### src/logic/scan_pkg.sv
/*
 * Shared constants and carriers of the boundary-scan test port:
 * instruction codes, chain geometry, cell positions and pin bundles.
 * Assumes a single system clock samples the test clock and all pins.
 */
package scan_pkg;

	localparam int unsigned IR_LEN         = 3;
	localparam int unsigned ID_LEN         = 32;
	localparam int unsigned BS_LEN         = 365;
	localparam int unsigned BS_PINNED      = 118;
	localparam int unsigned TX_LINES       = 32;
	localparam int unsigned TX_GROUPS      = 4;
	localparam int unsigned IO_FIRST_LINE  = 16;

	localparam logic [2:0] IR_EXTEST       = 3'h0;
	localparam logic [2:0] IR_IDCODE       = 3'h1;
	localparam logic [2:0] IR_SAMPLE       = 3'h2;
	localparam logic [2:0] IR_SCAN_TEST    = 3'h5;
	localparam logic [2:0] IR_CAPTURE      = 3'h1;

	localparam int unsigned CELL_RXC_OE    = 0;
	localparam int unsigned CELL_RXC       = 1;
	localparam int unsigned CELL_RXD_OE    = 2;
	localparam int unsigned CELL_RXD       = 3;
	localparam int unsigned CELL_8M_DCLK   = 4;
	localparam int unsigned CELL_8M_FP     = 5;
	localparam int unsigned CELL_8M_FPCLK  = 6;
	localparam int unsigned CELL_GRP_BASE  = 7;
	localparam int unsigned CELL_GRP_STEP  = 26;
	localparam int unsigned CELL_TX_BASE   = 9;
	localparam int unsigned CELL_TXBD      = 111;
	localparam int unsigned CELL_TXBC_OE   = 112;
	localparam int unsigned CELL_TXBC      = 113;
	localparam int unsigned CELL_PROD_TEST = 114;
	localparam int unsigned CELL_TIE_LO    = 115;
	localparam int unsigned CELL_TIE_HI    = 117;

	localparam logic [2:0] TMS_RESET_CNT   = 3'h5;
	localparam logic [2:0] TMS_CNT_MAX     = 3'h7;

	typedef enum logic [15:0] {
		ST_RESET      = 16'h0001,
		ST_IDLE       = 16'h0002,
		ST_SEL_DR     = 16'h0004,
		ST_CAPTURE_DR = 16'h0008,
		ST_SHIFT_DR   = 16'h0010,
		ST_EXIT1_DR   = 16'h0020,
		ST_PAUSE_DR   = 16'h0040,
		ST_EXIT2_DR   = 16'h0080,
		ST_UPDATE_DR  = 16'h0100,
		ST_SEL_IR     = 16'h0200,
		ST_CAPTURE_IR = 16'h0400,
		ST_SHIFT_IR   = 16'h0800,
		ST_EXIT1_IR   = 16'h1000,
		ST_PAUSE_IR   = 16'h2000,
		ST_EXIT2_IR   = 16'h4000,
		ST_UPDATE_IR  = 16'h8000
	} tap_state_t;

	typedef struct packed {
		logic        tx_8m_data_clock_in;
		logic        tx_8m_frame_pulse_in;
		logic        tx_8m_frame_pulse_clock_in;
		logic [3:0]  tx_frame_pulse_in;
		logic [3:0]  tx_multiplex_clock_in;
		logic [31:0] tx_line_clock_in;
		logic [15:0] tx_line_data_in_hi;
		logic        tx_bus_data_in;
		logic        production_test_enable;
	} pin_in_t;

	typedef struct packed {
		logic        rx_bus_clock_out;
		logic        rx_bus_clock_oe;
		logic        rx_bus_data_out;
		logic        rx_bus_data_oe;
		logic [31:0] tx_line_data;
		logic [31:0] tx_line_data_oe;
		logic        tx_bus_clock_out;
		logic        tx_bus_clock_oe;
	} pin_out_t;

endpackage
### src/logic/boundary_scan_tap.sv
/*
 * Boundary-scan test access port: controller, instruction register,
 * bypass, identification and boundary chain with pin muxing.
 * Assumes the test clock is much slower than ref_clk (at least 8x)
 * and that all test-port and pin inputs are asynchronous levels.
 */
`timescale 1ns/1ns
// Function
// - Writes to unused test-mode bits change nothing inside the block.
// - Unused bits may read either value; the tester masks them off.
// - Writable test bits are not reset unless stated otherwise.
// - Port holds a controller and four scan registers.
// - Tester can sample inputs, force outputs, read identity, bypass.
// - Three-bit instruction; each code selects one data register.
// - Code 000 selects chain in external test; update cells drive pins.
// - Code 001 selects the 32-bit identification register.
// - Code 010 selects chain in sample mode; pins stay functional.
// - Codes 011, 100, 110, 111 select the one-bit bypass.
// - Code 101 selects the chain for the scan-test instruction.
// - Identification holds version, part number and maker code.
// - Chain has 365 cells: input, output and bidirectional.
// - Bit 0 receive clock enable cell, bit 1 its output cell.
// - Each transmit line has enable cell just before data cell.
// - Transmit lines 16 to 31 use bidirectional cells from bit 62.
// - Production test enable observed at chain bit 114.
// - Bits 115 to 117 are input cells tied to zero.
module boundary_scan_tap #(
	// Arbitrary neutral identity; bit 0 must stay one
	parameter logic [31:0] ID_VALUE = 32'h1000_1001
) (
	input  wire logic               ref_clk,
	input  wire logic               rst,
	input  wire logic               tck,
	input  wire logic               tms,
	input  wire logic               tdi,
	input  wire logic               trst_n,
	output logic                    tdo,
	output logic                    tdo_oe,
	input  wire scan_pkg::pin_in_t  pins_in,
	input  wire scan_pkg::pin_out_t core_out,
	output scan_pkg::pin_out_t      pins_out
);

	localparam int unsigned SYNC_W = 4 + $bits(scan_pkg::pin_in_t);

	typedef struct packed {
		scan_pkg::tap_state_t                  st;
		logic                                  tck_prev;
		logic [2:0]                            tms_hi;
		logic [scan_pkg::IR_LEN-1:0]           ir_sh;
		logic [scan_pkg::IR_LEN-1:0]           ir;
		logic [scan_pkg::BS_LEN-1:0]           bs_sh;
		logic [scan_pkg::BS_PINNED-1:0]        bs_upd;
		logic [scan_pkg::ID_LEN-1:0]           id_sh;
		logic                                  by_sh;
		logic                                  tdo;
		logic                                  tdo_oe;
		scan_pkg::pin_out_t                    pins;
	} tap_regs_t;

	tap_regs_t              q;
	tap_regs_t              d;
	logic [SYNC_W-1:0]      sync_vec;
	logic                   tck_s;
	logic                   tms_s;
	logic                   tdi_s;
	logic                   trst_n_s;
	scan_pkg::pin_in_t      pin_s;
	logic                   rise;
	logic                   fall;
	logic                   bs_sel;
	logic                   id_sel;
	logic                   drive_sel;
	wire  [scan_pkg::BS_PINNED-1:0] cap_vec;
	wire  [31:0]            upd_txd;
	wire  [31:0]            upd_txd_oe;

	pin_sync #(
		.WIDTH (SYNC_W)
	) u_sync (
		.ref_clk  (ref_clk),
		.rst      (rst),
		.async_in ({tck, tms, tdi, trst_n, pins_in}),
		.sync_out (sync_vec)
	);

	assign {tck_s, tms_s, tdi_s, trst_n_s, pin_s} = sync_vec;

	function automatic scan_pkg::tap_state_t tap_next(scan_pkg::tap_state_t s, logic m);
		case (s)
			scan_pkg::ST_RESET:      tap_next = m ? scan_pkg::ST_RESET : scan_pkg::ST_IDLE;
			scan_pkg::ST_IDLE:       tap_next = m ? scan_pkg::ST_SEL_DR : scan_pkg::ST_IDLE;
			scan_pkg::ST_SEL_DR:     tap_next = m ? scan_pkg::ST_SEL_IR : scan_pkg::ST_CAPTURE_DR;
			scan_pkg::ST_CAPTURE_DR: tap_next = m ? scan_pkg::ST_EXIT1_DR : scan_pkg::ST_SHIFT_DR;
			scan_pkg::ST_SHIFT_DR:   tap_next = m ? scan_pkg::ST_EXIT1_DR : scan_pkg::ST_SHIFT_DR;
			scan_pkg::ST_EXIT1_DR:   tap_next = m ? scan_pkg::ST_UPDATE_DR : scan_pkg::ST_PAUSE_DR;
			scan_pkg::ST_PAUSE_DR:   tap_next = m ? scan_pkg::ST_EXIT2_DR : scan_pkg::ST_PAUSE_DR;
			scan_pkg::ST_EXIT2_DR:   tap_next = m ? scan_pkg::ST_UPDATE_DR : scan_pkg::ST_SHIFT_DR;
			scan_pkg::ST_UPDATE_DR:  tap_next = m ? scan_pkg::ST_SEL_DR : scan_pkg::ST_IDLE;
			scan_pkg::ST_SEL_IR:     tap_next = m ? scan_pkg::ST_RESET : scan_pkg::ST_CAPTURE_IR;
			scan_pkg::ST_CAPTURE_IR: tap_next = m ? scan_pkg::ST_EXIT1_IR : scan_pkg::ST_SHIFT_IR;
			scan_pkg::ST_SHIFT_IR:   tap_next = m ? scan_pkg::ST_EXIT1_IR : scan_pkg::ST_SHIFT_IR;
			scan_pkg::ST_EXIT1_IR:   tap_next = m ? scan_pkg::ST_UPDATE_IR : scan_pkg::ST_PAUSE_IR;
			scan_pkg::ST_PAUSE_IR:   tap_next = m ? scan_pkg::ST_EXIT2_IR : scan_pkg::ST_PAUSE_IR;
			scan_pkg::ST_EXIT2_IR:   tap_next = m ? scan_pkg::ST_UPDATE_IR : scan_pkg::ST_SHIFT_IR;
			scan_pkg::ST_UPDATE_IR:  tap_next = m ? scan_pkg::ST_SEL_DR : scan_pkg::ST_IDLE;
			default:                 tap_next = scan_pkg::ST_RESET;
		endcase
	endfunction

	// Fixed cells: receive bus pins, 8M inputs, bus side and tied cells
	assign cap_vec[scan_pkg::CELL_RXC_OE]    = q.pins.rx_bus_clock_oe;
	assign cap_vec[scan_pkg::CELL_RXC]       = q.pins.rx_bus_clock_out;
	assign cap_vec[scan_pkg::CELL_RXD_OE]    = q.pins.rx_bus_data_oe;
	assign cap_vec[scan_pkg::CELL_RXD]       = q.pins.rx_bus_data_out;
	assign cap_vec[scan_pkg::CELL_8M_DCLK]   = pin_s.tx_8m_data_clock_in;
	assign cap_vec[scan_pkg::CELL_8M_FP]     = pin_s.tx_8m_frame_pulse_in;
	assign cap_vec[scan_pkg::CELL_8M_FPCLK]  = pin_s.tx_8m_frame_pulse_clock_in;
	assign cap_vec[scan_pkg::CELL_TXBD]      = pin_s.tx_bus_data_in;
	assign cap_vec[scan_pkg::CELL_TXBC_OE]   = q.pins.tx_bus_clock_oe;
	assign cap_vec[scan_pkg::CELL_TXBC]      = q.pins.tx_bus_clock_out;
	assign cap_vec[scan_pkg::CELL_PROD_TEST] = pin_s.production_test_enable;
	// No pin behind these cells, so they always capture zero
	assign cap_vec[scan_pkg::CELL_TIE_HI:scan_pkg::CELL_TIE_LO] = 3'h0;

	genvar g;
	generate
		for (g = 0; g < scan_pkg::TX_GROUPS; g++) begin : g_grp
			localparam int unsigned FP = scan_pkg::CELL_GRP_BASE + scan_pkg::CELL_GRP_STEP * g;
			assign cap_vec[FP]     = pin_s.tx_frame_pulse_in[g];
			assign cap_vec[FP + 1] = pin_s.tx_multiplex_clock_in[g];
		end
		for (g = 0; g < scan_pkg::TX_LINES; g++) begin : g_line
			// Enable cell, data cell, line clock cell; two extra per group
			localparam int unsigned OE = scan_pkg::CELL_TX_BASE + 3 * g + 2 * (g / 8);
			assign cap_vec[OE]     = q.pins.tx_line_data_oe[g];
			assign cap_vec[OE + 2] = pin_s.tx_line_clock_in[g];
			assign upd_txd_oe[g]   = q.bs_upd[OE];
			assign upd_txd[g]      = q.bs_upd[OE + 1];
			if (g >= scan_pkg::IO_FIRST_LINE) begin : g_io
				// Bidirectional cell observes the pad itself
				assign cap_vec[OE + 1] = pin_s.tx_line_data_in_hi[g - scan_pkg::IO_FIRST_LINE];
			end else begin : g_out
				assign cap_vec[OE + 1] = q.pins.tx_line_data[g];
			end
		end
	endgenerate

	// Decode of the three-bit instruction; all other codes pick bypass
	assign bs_sel    = (q.ir == scan_pkg::IR_EXTEST) || (q.ir == scan_pkg::IR_SAMPLE) ||
	                   (q.ir == scan_pkg::IR_SCAN_TEST);
	assign id_sel    = (q.ir == scan_pkg::IR_IDCODE);
	assign drive_sel = (q.ir == scan_pkg::IR_EXTEST) || (q.ir == scan_pkg::IR_SCAN_TEST);
	assign rise      = tck_s & ~q.tck_prev;
	assign fall      = ~tck_s & q.tck_prev;

	always_comb begin
		d = q;
		d.tck_prev = tck_s;
		if (rise) begin
			d.st = tap_next(q.st, tms_s);
			d.tms_hi = !tms_s ? 3'h0 : (q.tms_hi == scan_pkg::TMS_CNT_MAX) ?
			           q.tms_hi : q.tms_hi + 3'h1;
			case (q.st)
				scan_pkg::ST_CAPTURE_IR: begin
					d.ir_sh = scan_pkg::IR_CAPTURE;
				end
				scan_pkg::ST_SHIFT_IR: begin
					d.ir_sh = {tdi_s, q.ir_sh[scan_pkg::IR_LEN-1:1]};
				end
				scan_pkg::ST_CAPTURE_DR: begin
					d.by_sh = 1'b0;
					d.id_sh = ID_VALUE;
					if (bs_sel) begin
						d.bs_sh = {{(scan_pkg::BS_LEN - scan_pkg::BS_PINNED){1'b0}}, cap_vec};
					end
				end
				scan_pkg::ST_SHIFT_DR: begin
					if (bs_sel) begin
						d.bs_sh = {tdi_s, q.bs_sh[scan_pkg::BS_LEN-1:1]};
					end else if (id_sel) begin
						d.id_sh = {tdi_s, q.id_sh[scan_pkg::ID_LEN-1:1]};
					end else begin
						d.by_sh = tdi_s;
					end
				end
				default: begin
					d.by_sh = q.by_sh;
				end
			endcase
		end
		if (fall) begin
			// Output moves on the falling edge so the tester samples it on the rise
			d.tdo_oe = (q.st == scan_pkg::ST_SHIFT_IR) || (q.st == scan_pkg::ST_SHIFT_DR);
			if (q.st == scan_pkg::ST_SHIFT_IR) begin
				d.tdo = q.ir_sh[0];
			end else if (q.st == scan_pkg::ST_SHIFT_DR) begin
				d.tdo = bs_sel ? q.bs_sh[0] : id_sel ? q.id_sh[0] : q.by_sh;
			end
			if (q.st == scan_pkg::ST_UPDATE_IR) begin
				d.ir = q.ir_sh;
			end
			// Cells beyond the pinned range have no update stage to change
			if (q.st == scan_pkg::ST_UPDATE_DR && bs_sel) begin
				d.bs_upd = q.bs_sh[scan_pkg::BS_PINNED-1:0];
			end
		end
		if (q.st == scan_pkg::ST_RESET) begin
			d.ir = scan_pkg::IR_IDCODE;
		end
		if (!trst_n_s) begin
			d.st = scan_pkg::ST_RESET;
		end
		// Pins follow the core unless an external or scan test is in force
		if (drive_sel) begin
			d.pins.rx_bus_clock_oe  = q.bs_upd[scan_pkg::CELL_RXC_OE];
			d.pins.rx_bus_clock_out = q.bs_upd[scan_pkg::CELL_RXC];
			d.pins.rx_bus_data_oe   = q.bs_upd[scan_pkg::CELL_RXD_OE];
			d.pins.rx_bus_data_out  = q.bs_upd[scan_pkg::CELL_RXD];
			d.pins.tx_line_data_oe  = upd_txd_oe;
			d.pins.tx_line_data     = upd_txd;
			d.pins.tx_bus_clock_oe  = q.bs_upd[scan_pkg::CELL_TXBC_OE];
			d.pins.tx_bus_clock_out = q.bs_upd[scan_pkg::CELL_TXBC];
		end else begin
			d.pins = core_out;
		end
		if (rst) begin
			// Boundary update and shift stages keep their contents through reset
			d.st       = scan_pkg::ST_RESET;
			d.tck_prev = 1'b0;
			d.tms_hi   = 3'h0;
			d.ir_sh    = scan_pkg::IR_CAPTURE;
			d.ir       = scan_pkg::IR_IDCODE;
			d.id_sh    = '0;
			d.by_sh    = 1'b0;
			d.tdo      = 1'b0;
			d.tdo_oe   = 1'b0;
			d.pins     = '0;
		end
	end

	always_ff @(posedge ref_clk) begin
		q <= d;
	end

	assign tdo      = q.tdo;
	assign tdo_oe   = q.tdo_oe;
	assign pins_out = q.pins;

	a_tms_reset: assert property (@(posedge ref_clk) disable iff (rst)
		(q.tms_hi >= scan_pkg::TMS_RESET_CNT) |-> (q.st == scan_pkg::ST_RESET))
		else $error("five high TMS clocks did not reach reset");

	a_reset_selects_id: assert property (@(posedge ref_clk) disable iff (rst)
		(q.st == scan_pkg::ST_RESET) |=> (q.ir == scan_pkg::IR_IDCODE))
		else $error("reset state did not select identification");

	a_tdo_on_fall: assert property (@(posedge ref_clk) disable iff (rst)
		($changed(q.tdo) || $changed(q.tdo_oe)) |-> $past(fall))
		else $error("test data out changed off a falling edge");

	a_extest_drive: assert property (@(posedge ref_clk) disable iff (rst)
		(q.ir == scan_pkg::IR_EXTEST) |=>
		(q.pins.tx_line_data[0] == $past(q.bs_upd[10]) &&
		 q.pins.tx_line_data_oe[0] == $past(q.bs_upd[9])))
		else $error("external test did not drive line 0 from cells 9 and 10");

	a_sample_pass: assert property (@(posedge ref_clk) disable iff (rst)
		(q.ir == scan_pkg::IR_SAMPLE) |=> (q.pins == $past(core_out)))
		else $error("sample mode disturbed the functional pins");

	a_bypass_zero: assert property (@(posedge ref_clk) disable iff (rst)
		(rise && q.st == scan_pkg::ST_CAPTURE_DR && !bs_sel && !id_sel) |=> !q.by_sh)
		else $error("bypass did not capture zero");

	a_id_capture: assert property (@(posedge ref_clk) disable iff (rst)
		(rise && q.st == scan_pkg::ST_CAPTURE_DR && id_sel) |=> (q.id_sh == ID_VALUE))
		else $error("identification capture wrong");

	a_tied_cells: assert property (@(posedge ref_clk) disable iff (rst)
		(rise && q.st == scan_pkg::ST_CAPTURE_DR && bs_sel) |=>
		(q.bs_sh[117:115] == 3'h0 && q.bs_sh[114] == $past(pin_s.production_test_enable)))
		else $error("tied or production test cells captured wrongly");

	a_io_cell: assert property (@(posedge ref_clk) disable iff (rst)
		(rise && q.st == scan_pkg::ST_CAPTURE_DR && bs_sel) |=>
		(q.bs_sh[62] == $past(pin_s.tx_line_data_in_hi[0])))
		else $error("line 16 bidirectional cell did not observe its pad");

	a_ir_capture: assert property (@(posedge ref_clk) disable iff (rst)
		(rise && q.st == scan_pkg::ST_CAPTURE_IR) |=> (q.ir_sh == scan_pkg::IR_CAPTURE))
		else $error("instruction capture pattern wrong");

	// Cells without pins must read back a known level after capture
	a_unused_cells: assert property (@(posedge ref_clk) disable iff (rst)
		(rise && q.st == scan_pkg::ST_CAPTURE_DR && bs_sel) |=>
		(q.bs_sh[scan_pkg::BS_LEN-1:scan_pkg::BS_PINNED] == '0))
		else $error("cells without pins did not capture zero");

	a_core_pins: assert property (@(posedge ref_clk) disable iff (rst)
		!drive_sel |=> (q.pins == $past(core_out)))
		else $error("pins left the core values outside a drive instruction");

endmodule

### src/logic/pin_sync.sv
/*
 * Two-stage synchroniser for a vector of asynchronous levels.
 * Assumes each bit is a level that stays put for several clocks.
 */
`timescale 1ns/1ns
module pin_sync #(
	parameter int unsigned WIDTH = 1
) (
	input  wire logic             ref_clk,
	input  wire logic             rst,
	input  wire logic [WIDTH-1:0] async_in,
	output logic      [WIDTH-1:0] sync_out
);

	typedef struct packed {
		logic [WIDTH-1:0] meta;
		logic [WIDTH-1:0] held;
	} sync_state_t;

	sync_state_t q;
	sync_state_t d;

	// The first stage feeds only the second stage
	always_comb begin
		d = q;
		d.meta = async_in;
		d.held = q.meta;
		if (rst) begin
			d = '0;
		end
	end

	always_ff @(posedge ref_clk) begin
		q <= d;
	end

	assign sync_out = q.held;

endmodule

### config.mk
export PLATFORM = sky130hd
export DESIGN_NAME = boundary_scan_tap
export DESIGN_NICKNAME = d
export VERILOG_FILES = /design/src/logic/scan_pkg.sv /design/src/logic/boundary_scan_tap.sv /design/src/logic/pin_sync.sv
export SDC_FILE = /design/constraint.sdc
export NUM_CORES = 1
export LEC_CHECK = 0
export ABC_AREA = 0
export ABC_CLOCK_PERIOD_IN_PS = 76900
export BUFFER_PORTS_ARGS = -buffer_cell sky130_fd_sc_hd__buf_2
export CAP_MARGIN = 20
export CORE_ASPECT_RATIO = 0.6
export CORE_MARGIN = 2
export CORE_UTILIZATION = 56
export DETAILED_ROUTE_END_ITERATION = 16
export GPL_TIMING_DRIVEN = 1
export HOLD_SLACK_MARGIN = 0.08
export PLACE_DENSITY = 0.85
export SYNTH_ARGS = -nofsm -noshare
export SYNTH_HDL_FRONTEND = slang
export SYNTH_SLANG_ARGS = --single-unit
### constraint.sdc
create_clock -name ref_clk -period 76.9 [get_ports ref_clk]
set_input_delay 11.535 -clock ref_clk [delete_from_list [all_inputs] [get_ports ref_clk]]
set_output_delay 11.535 -clock ref_clk [all_outputs]
set_load 0.03 [all_outputs]
; ---- Yosys cells after proc, flatten, opt, wreduce, memory -nomap -nowiden
; Index checks and enable logic that the tools add are counted.
[word_totals]
out_inout_bits = 72
inputBits = 137
ff_bits = 737
[op_classes]
bitwise = 5
reduce_logical = 21
mux = 27
n_eq_ne = 24
[ops]
columns = op, count
row1 = two-way mux 365 bit, 2
row2 = case mux 365 bit (2 select lines), 1
row3 = case mux 16 bit (12 select lines), 1
row4 = two-way mux 70 bit, 1
row5 = case mux 32 bit (2 select lines), 1
row6 = two-way mux 33 bit, 1
row7 = two-way mux 16 bit, 2
row8 = two-way mux 32 bit, 1
row9 = two-way mux 9 bit, 2
row10 = equality test 16 x 1 -> 1 bit (second input constant), 1
row11 = equality test 16 x 10 -> 1 bit (second input constant), 1
row12 = equality test 16 x 11 -> 1 bit (second input constant), 1
row13 = equality test 16 x 12 -> 1 bit (second input constant), 1
row14 = equality test 16 x 13 -> 1 bit (second input constant), 1
row15 = equality test 16 x 14 -> 1 bit (second input constant), 1
row16 = equality test 16 x 15 -> 1 bit (second input constant), 1
row17 = equality test 16 bit (second input constant), 1
row18 = equality test 16 x 2 -> 1 bit (second input constant), 1
row19 = equality test 16 x 3 -> 1 bit (second input constant), 1
row20 = equality test 16 x 4 -> 1 bit (second input constant), 1
row21 = equality test 16 x 5 -> 1 bit (second input constant), 1
row22 = equality test 16 x 6 -> 1 bit (second input constant), 1
row23 = equality test 16 x 7 -> 1 bit (second input constant), 1
row24 = equality test 16 x 8 -> 1 bit (second input constant), 1
row25 = other kinds (26), 50

; ---- Logic depth before layout (Yosys ltp)
[depth]
depth_word = 6
mapped_depth = 9
depth_no_buf = 6

; ---- Modules after synthesis
; Synthesis repeated with hierarchy kept, for this count alone.
[unflattened]
cells_unflattened = 2156
area_unflattened_um2 = 25909.8
[by_module_without_submodules]
columns = mod, area_each_um2, instances, cells_per_inst, seq_area_each_um2
row1 = boundary_scan_tap, 21933.5, 1, 1817, 15625.0
row2 = pin_sync, 3976.3, 1, 339, 2602.5

; ---- Worst setup path after synthesis
; OpenSTA, ideal clock, no wires.
[synth_timing]
path_kind = flip-flop to flip-flop
start = register q[604] (netlist name)
end = register q[223] (netlist name) (enable)
synth_period_minus_slack_ns = 37.404
path_slack_ns = 39.496
arrival_ns = 35.422
path_buffers = 1
stages_incl_launch_ff = 5
required_ns = 74.918
cell_sequence = dfxtp_1 > clkbuf_1 > nor3_2 > nand3_1 > nor4_1
[synth_via]
elab_chain_len = 3
word_cells_on_any_way = 6
cone_classes = 4 x eq/ne / 2 x reduce/logical
[synth_rtl]
columns = element, line_no
row1 = from (decl), boundary_scan_tap.sv:61  ; tap_regs_t q;
row2 = from (signal assigned), boundary_scan_tap.sv:243  ; q <= d;
row3 = equality test 16 x 4 -> 1 bit or equality test 16 x 5 -> 1 bit (tied branches), boundary_scan_tap.sv:164  ; case (q.st)
row4 = inequality test 2 bit (no line) or nonzero test 2 bit (tied branches), --
row5 = AND reduction 4 bit (no line) *, --
; Every way passes the cells marked *; elsewhere a longest branch is shown, timed or not.
; A chain may end at the register's enable or synchronous reset.

; ---- Worst setup path in the final report
[layout_timing]
start = input port rst
end = register u_sync.q[66] (netlist name)
[layout_rtl]
columns = element, line_no
row1 = from (decl), boundary_scan_tap.sv:32  ; input wire logic rst,
row2 = to (signal assigned), pin_sync.sv:34  ; q <= d;
row3 = to (decl), pin_sync.sv:20  ; sync_state_t q;
; No word-level cell between the ends.

==> impl_results.html <==
<table>
<tr><th>Metric</th><th>Value</th></tr>
<tr><th colspan="2">Worst setup path</th></tr>
<tr><td>Crit path max fanout</td><td>94</td></tr>
<tr><td>Worst EP arrival</td><td>13.70 ns</td></tr>
<tr><td>Largest stage delay on the critical path</td><td>0.73 ns</td></tr>
<tr><td>Critical Path Sink Type</td><td>flip-flop</td></tr>
<tr><td>Top Family by Delay on Critical Path</td><td>buffers and inverters</td></tr>
<tr><td>Critical-path cell list</td><td>clkbuf_8, buf_4, buf_4, nor2b_1</td></tr>
<tr><td>Crit Path Category</td><td>input port to flip-flop</td></tr>
<tr><td>Crit path max-delay cell type</td><td>buf_4</td></tr>
<tr><td>Required time at the endpoint of the critical path</td><td>77.35 ns</td></tr>
<tr><td>Startpoint type of the worst setup path</td><td>input port</td></tr>
<tr><td>CP most frequent cell</td><td>buf_4</td></tr>
<tr><td>Buf/Inv on CP</td><td>3</td></tr>
<tr><th colspan="2">Placed design</th></tr>
<tr><td>Count of port buffers added during placement</td><td>208</td></tr>
<tr><td>Routability congestion estimate</td><td>0.8102</td></tr>
<tr><td>Cell Count Post-Placement</td><td>2691</td></tr>
<tr><td>Estimated wirelength of the detail-placed design</td><td>26990 um</td></tr>
<tr><th colspan="2">Timing</th></tr>
<tr><td>Fin. Hold Viols</td><td>0</td></tr>
<tr><td>Number of max-slew violations in the final report</td><td>0</td></tr>
<tr><td>Min Clock Period, post-route</td><td>roughly 13 ns</td></tr>
<tr><td>Setup Total Neg Slack</td><td>0 ns</td></tr>
<tr><td>Tightest Pin Transition</td><td>1.070 ns</td></tr>
<tr><td>Final setup violation count</td><td>0</td></tr>
<tr><td>Ratio of final minimum period to clock period</td><td>0.1724</td></tr>
<tr><td>Setup repair after global routing missed its margin</td><td>false</td></tr>
<tr><td>Achievable frequency</td><td>0.07544 GHz</td></tr>
<tr><td>Setup skew after layout</td><td>0.02885 ns</td></tr>
<tr><td>Worst max-slew margin expressed relative to the limit</td><td>0.2865</td></tr>
<tr><th colspan="2">Final layout</th></tr>
<tr><td>Final instance count without filler cells</td><td>2802</td></tr>
<tr><td>Fillers</td><td>about 3300</td></tr>
<tr><td>Number of nets at the end of the flow</td><td>2300</td></tr>
<tr><td>Growth of design area from synthesis to finish</td><td>11.36%</td></tr>
<tr><td>Share of post-route cells with drive strength above 1</td><td>0.1528</td></tr>
<tr><th colspan="2">Floorplanning</th></tr>
<tr><td>Area of the core</td><td>44740 um^2</td></tr>
<tr><td>Initial core utilization</td><td>0.5674</td></tr>
<tr><td>Die Area</td><td>47110 um^2</td></tr>
<tr><td>Top-level I/O count</td><td>209</td></tr>
<tr><td>Die Ht</td><td>168.9 um</td></tr>
<tr><td>Row Count</td><td>60</td></tr>
<tr><td>Width of the die</td><td>278.9 um</td></tr>
<tr><th colspan="2">Worst hold path</th></tr>
<tr><td>Path type of the worst min-delay path</td><td>flip-flop to flip-flop</td></tr>
<tr><th colspan="2">Clocking</th></tr>
<tr><td>Post-CTS setup-driven buffer insertion count</td><td>0</td></tr>
<tr><td>Maximum number of buffers from clock root to sink</td><td>3</td></tr>
<tr><td>CTS-repair resized insts</td><td>0</td></tr>
<tr><td>Clock tree from TritonCTS</td><td>yes</td></tr>
<tr><td>Maximum level of the CTS H-tree</td><td>2</td></tr>
<tr><td>Clock Pin Slew Worst Setup and Hold Paths</td><td>about 0.07 ns</td></tr>
<tr><td>Library cell used as clock root buffer</td><td>clkbuf_16</td></tr>
<tr><td>Number of hold buffers added after CTS</td><td>0</td></tr>
<tr><td>TritonCTS buffer count</td><td>57</td></tr>
<tr><td>CTS Sinks</td><td>~690</td></tr>
<tr><td>Clock latency on the worst-skew pair</td><td>0.61 ns</td></tr>
<tr><th colspan="2">Routing</th></tr>
<tr><td>Remaining number of nets flagged by the antenna check after routing</td><td>0</td></tr>
<tr><td>Via count of the routed design</td><td>14380</td></tr>
<tr><td>DRC violation count after routing</td><td>0</td></tr>
<tr><td>Initial DRT Pass Iterations</td><td>5</td></tr>
<tr><td>DRC violation total after the first TritonRoute iteration</td><td>1401</td></tr>
<tr><td>Drt wl/cell</td><td>16.81 um</td></tr>
<tr><td>Detailed Route WL</td><td>47110 um</td></tr>
<tr><td>Number of vias per cell after detailed routing</td><td>5.133</td></tr>
<tr><th colspan="2">Logic synthesis</th></tr>
<tr><td>Nets in the synthesized netlist</td><td>2210</td></tr>
<tr><td>Post-synth top flop</td><td>edfxtp_1</td></tr>
<tr><td>Number of synthesis warnings</td><td>0</td></tr>
<tr><td>Number of different library cells in the post-synthesis netlist</td><td>around 60</td></tr>
<tr><td>Post-Syn Area per Cell</td><td>12.25 um^2</td></tr>
<tr><td>Number of instances in the synthesized netlist</td><td>approximately 2100</td></tr>
<tr><td>Post-Synthesis Cell Area</td><td>25390 um^2</td></tr>
<tr><td>Share of synthesized area occupied by flip-flops and latches</td><td>0.7180</td></tr>
<tr><td>Post-synthesis async set-or-reset flop share</td><td>0</td></tr>
<tr><td>Number of flip-flops and latches in the synthesized netlist</td><td>693</td></tr>
<tr><td>Number of synthesized flops with an enable pin</td><td>approximately 440</td></tr>
<tr><th colspan="2">Power</th></tr>
<tr><td>Worst voltage drop across the vdd grid</td><td>17.14 uV</td></tr>
<tr><td>PwrDens</td><td>25.52 nW/um^2</td></tr>
<tr><td>Post-layout total power</td><td>0.7215 mW</td></tr>
<tr><td>Leakage</td><td>roughly 10 nW</td></tr>
<tr><th colspan="2">GRT</th></tr>
<tr><td>Maximum number of pins on one net before global-route repair</td><td>roughly 300</td></tr>
<tr><td>Number of global-route vias before repair</td><td>14260</td></tr>
<tr><td>All-layer global routing usage</td><td>0.1976</td></tr>
<tr><td>Total congestion overflow after global routing</td><td>0</td></tr>
<tr><td>Antenna violations before repair</td><td>1</td></tr>
<tr><td>Global-route wire length before repair</td><td>around 75000 um</td></tr>
<tr><th colspan="2">Flow run</th></tr>
<tr><td>Max-cap check violation count</td><td>0</td></tr>
<tr><th colspan="2">Status</th></tr>
<tr><td>Status</td><td>completed</td></tr>
</table>
[sequential cells by signal, indices dropped and copies added, names as in the netlist]
signal	count
tdo_oe	1
q	491
pins_out	70
tdo	1
u_sync.q	65
u_sync.sync_out	65
[synth_stat cells (all sizes together), types with 2 or more instances]
cell type	instances	area (um^2)
xnor2	4	35.03
nand2	534	2007
or2	2	12.52
nand3	38	207.7
dfxtp	258	5165
edfxtp	435	13060
and3	3	23.77
clkbuf	91	371.6
o21ai	5	28.77
and2	250	1564
xor2	2	17.52
a22oi	2	15.01
nor3	23	131.4
nor2b	133	832.1
nor2	17	63.81
buf	101	730.7
o21a	2	16.27
a21oi	119	599.3
nand2b	5	31.28
mux2i	5	50.05
a211oi	2	20.02
nor4b	6	67.56
a21o	3	22.52
nand4	9	56.30
or4	3	26.27
nor4	8	122.6
[worst register-to-register path, cell delays in order, from the launching register on]
cell,delay [ns]
dfxtp_1,0.42
nor4_2,0.59
and3_4,0.33
and3_4,0.86
buf_12,0.77
nand2_1,0.46
nand2_1,0.13
[layout by cell type, fill, tap and decap left out, types with 4 or more instances in the layout]
cell	count
nand2_1	533
nor2b_1	133
nor3_1	20
nand2b_1	5
clkinv_2	11
nor4_4	4
nand3_1	36
clkbuf_16	59
buf_4	11
bufinv_16	7
a21oi_1	117
nand4_1	9
edfxtp_1	435
nor2_1	17
buf_2	207
clkinv_1	5
nor4b_1	5
dfxtp_1	258
mux2i_1	5
clkbuf_1	14
clkbuf_8	8
and2_1	250
xnor2_1	4
[logic make-up (layout without fill, tap and decap cells)]
| logic type | after synthesis | in the layout | synth area share |
|---|---|---|---|
| muxes | 6 | 6 | 0.002415 |
| and+or+nand+nor | 1036 | 1036 | 0.2043 |
| other | 0 | 1 | 0 |
| DFF | 693 | 693 | 0.7180 |
| buffers and inverters | 193 | 332 | 0.04357 |
| xor gates and xnor gates | 6 | 6 | 0.002070 |
| AOI/OAI and AO/OA | 139 | 139 | 0.02967 |
[cell type report]
| cell class | count | area, um^2 | area share |
|---|---|---|---|
| Tap cell | 589 | 737.0 | 0.02607 |
| Inverter | 1 | 3.754 | 0.0001328 |
| Antenna cell | 1 | 2.502 | 0.00008852 |
| Clock buffer | 80 | 1625 | 0.05749 |
| Timing Repair Buffer | 223 | 1215 | 0.04298 |
| Sequential cell | 693 | 18230 | 0.6448 |
| Multi-Input combinational cell | 1187 | 6088 | 0.2154 |
| Clock inverter | 28 | 370.4 | 0.01310 |
[routing by layer]
metal | part of all wire | routed length (um) | global-route usage
met5 | 0 | 0 | 0
met4 | 0.017 | 786 | 0.04465
met3 | 0.050 | 2355 | 0.03257
met2 | 0.48 | 22560 | 0.3248
met1 | 0.45 | 21410 | 0.2795
[report_power, final]
part | internal (mW) | switching [mW] | leakage, nW
sequential | 0.396 | 0.00199 | 5.68
combinational | 0.00740 | 0.0114 | 3.78
clock | 0.173 | 0.132 | 0.980
total | 0.576 | 0.145 | 10.4
[through the flow]
step | hold WS, ns | worst slack [ns] | util | cell area (um^2)
after floorplan | 0.4138 | 39.50 | - | 25390
after global placement | 0.4183 | 63.12 | 0.5862 | 26230
after detailed placement | 0.4204 | 63.04 | 0.5862 | 26230
after CTS | 0.4344 | 63.65 | 0.6308 | 28220
after global routing | 0.4522 | 63.49 | 0.6318 | 28270
final | 0.4331 | 63.64 | 0.6318 | 28270
[path summary, 6_finish.rpt]
check | startpoint | endpoint | slack (ns) | depth (start not counted)
max | rst | u_sync.q[66] | 63.64 | 4
max reg2reg | q[599] | q[287] | 73.22 | 6
min | q[328] | q[210] | 0.43 | 0
min reg2reg | q[328] | q[210] | 0.43 | 0
Power figures use the tool's default switching activity.
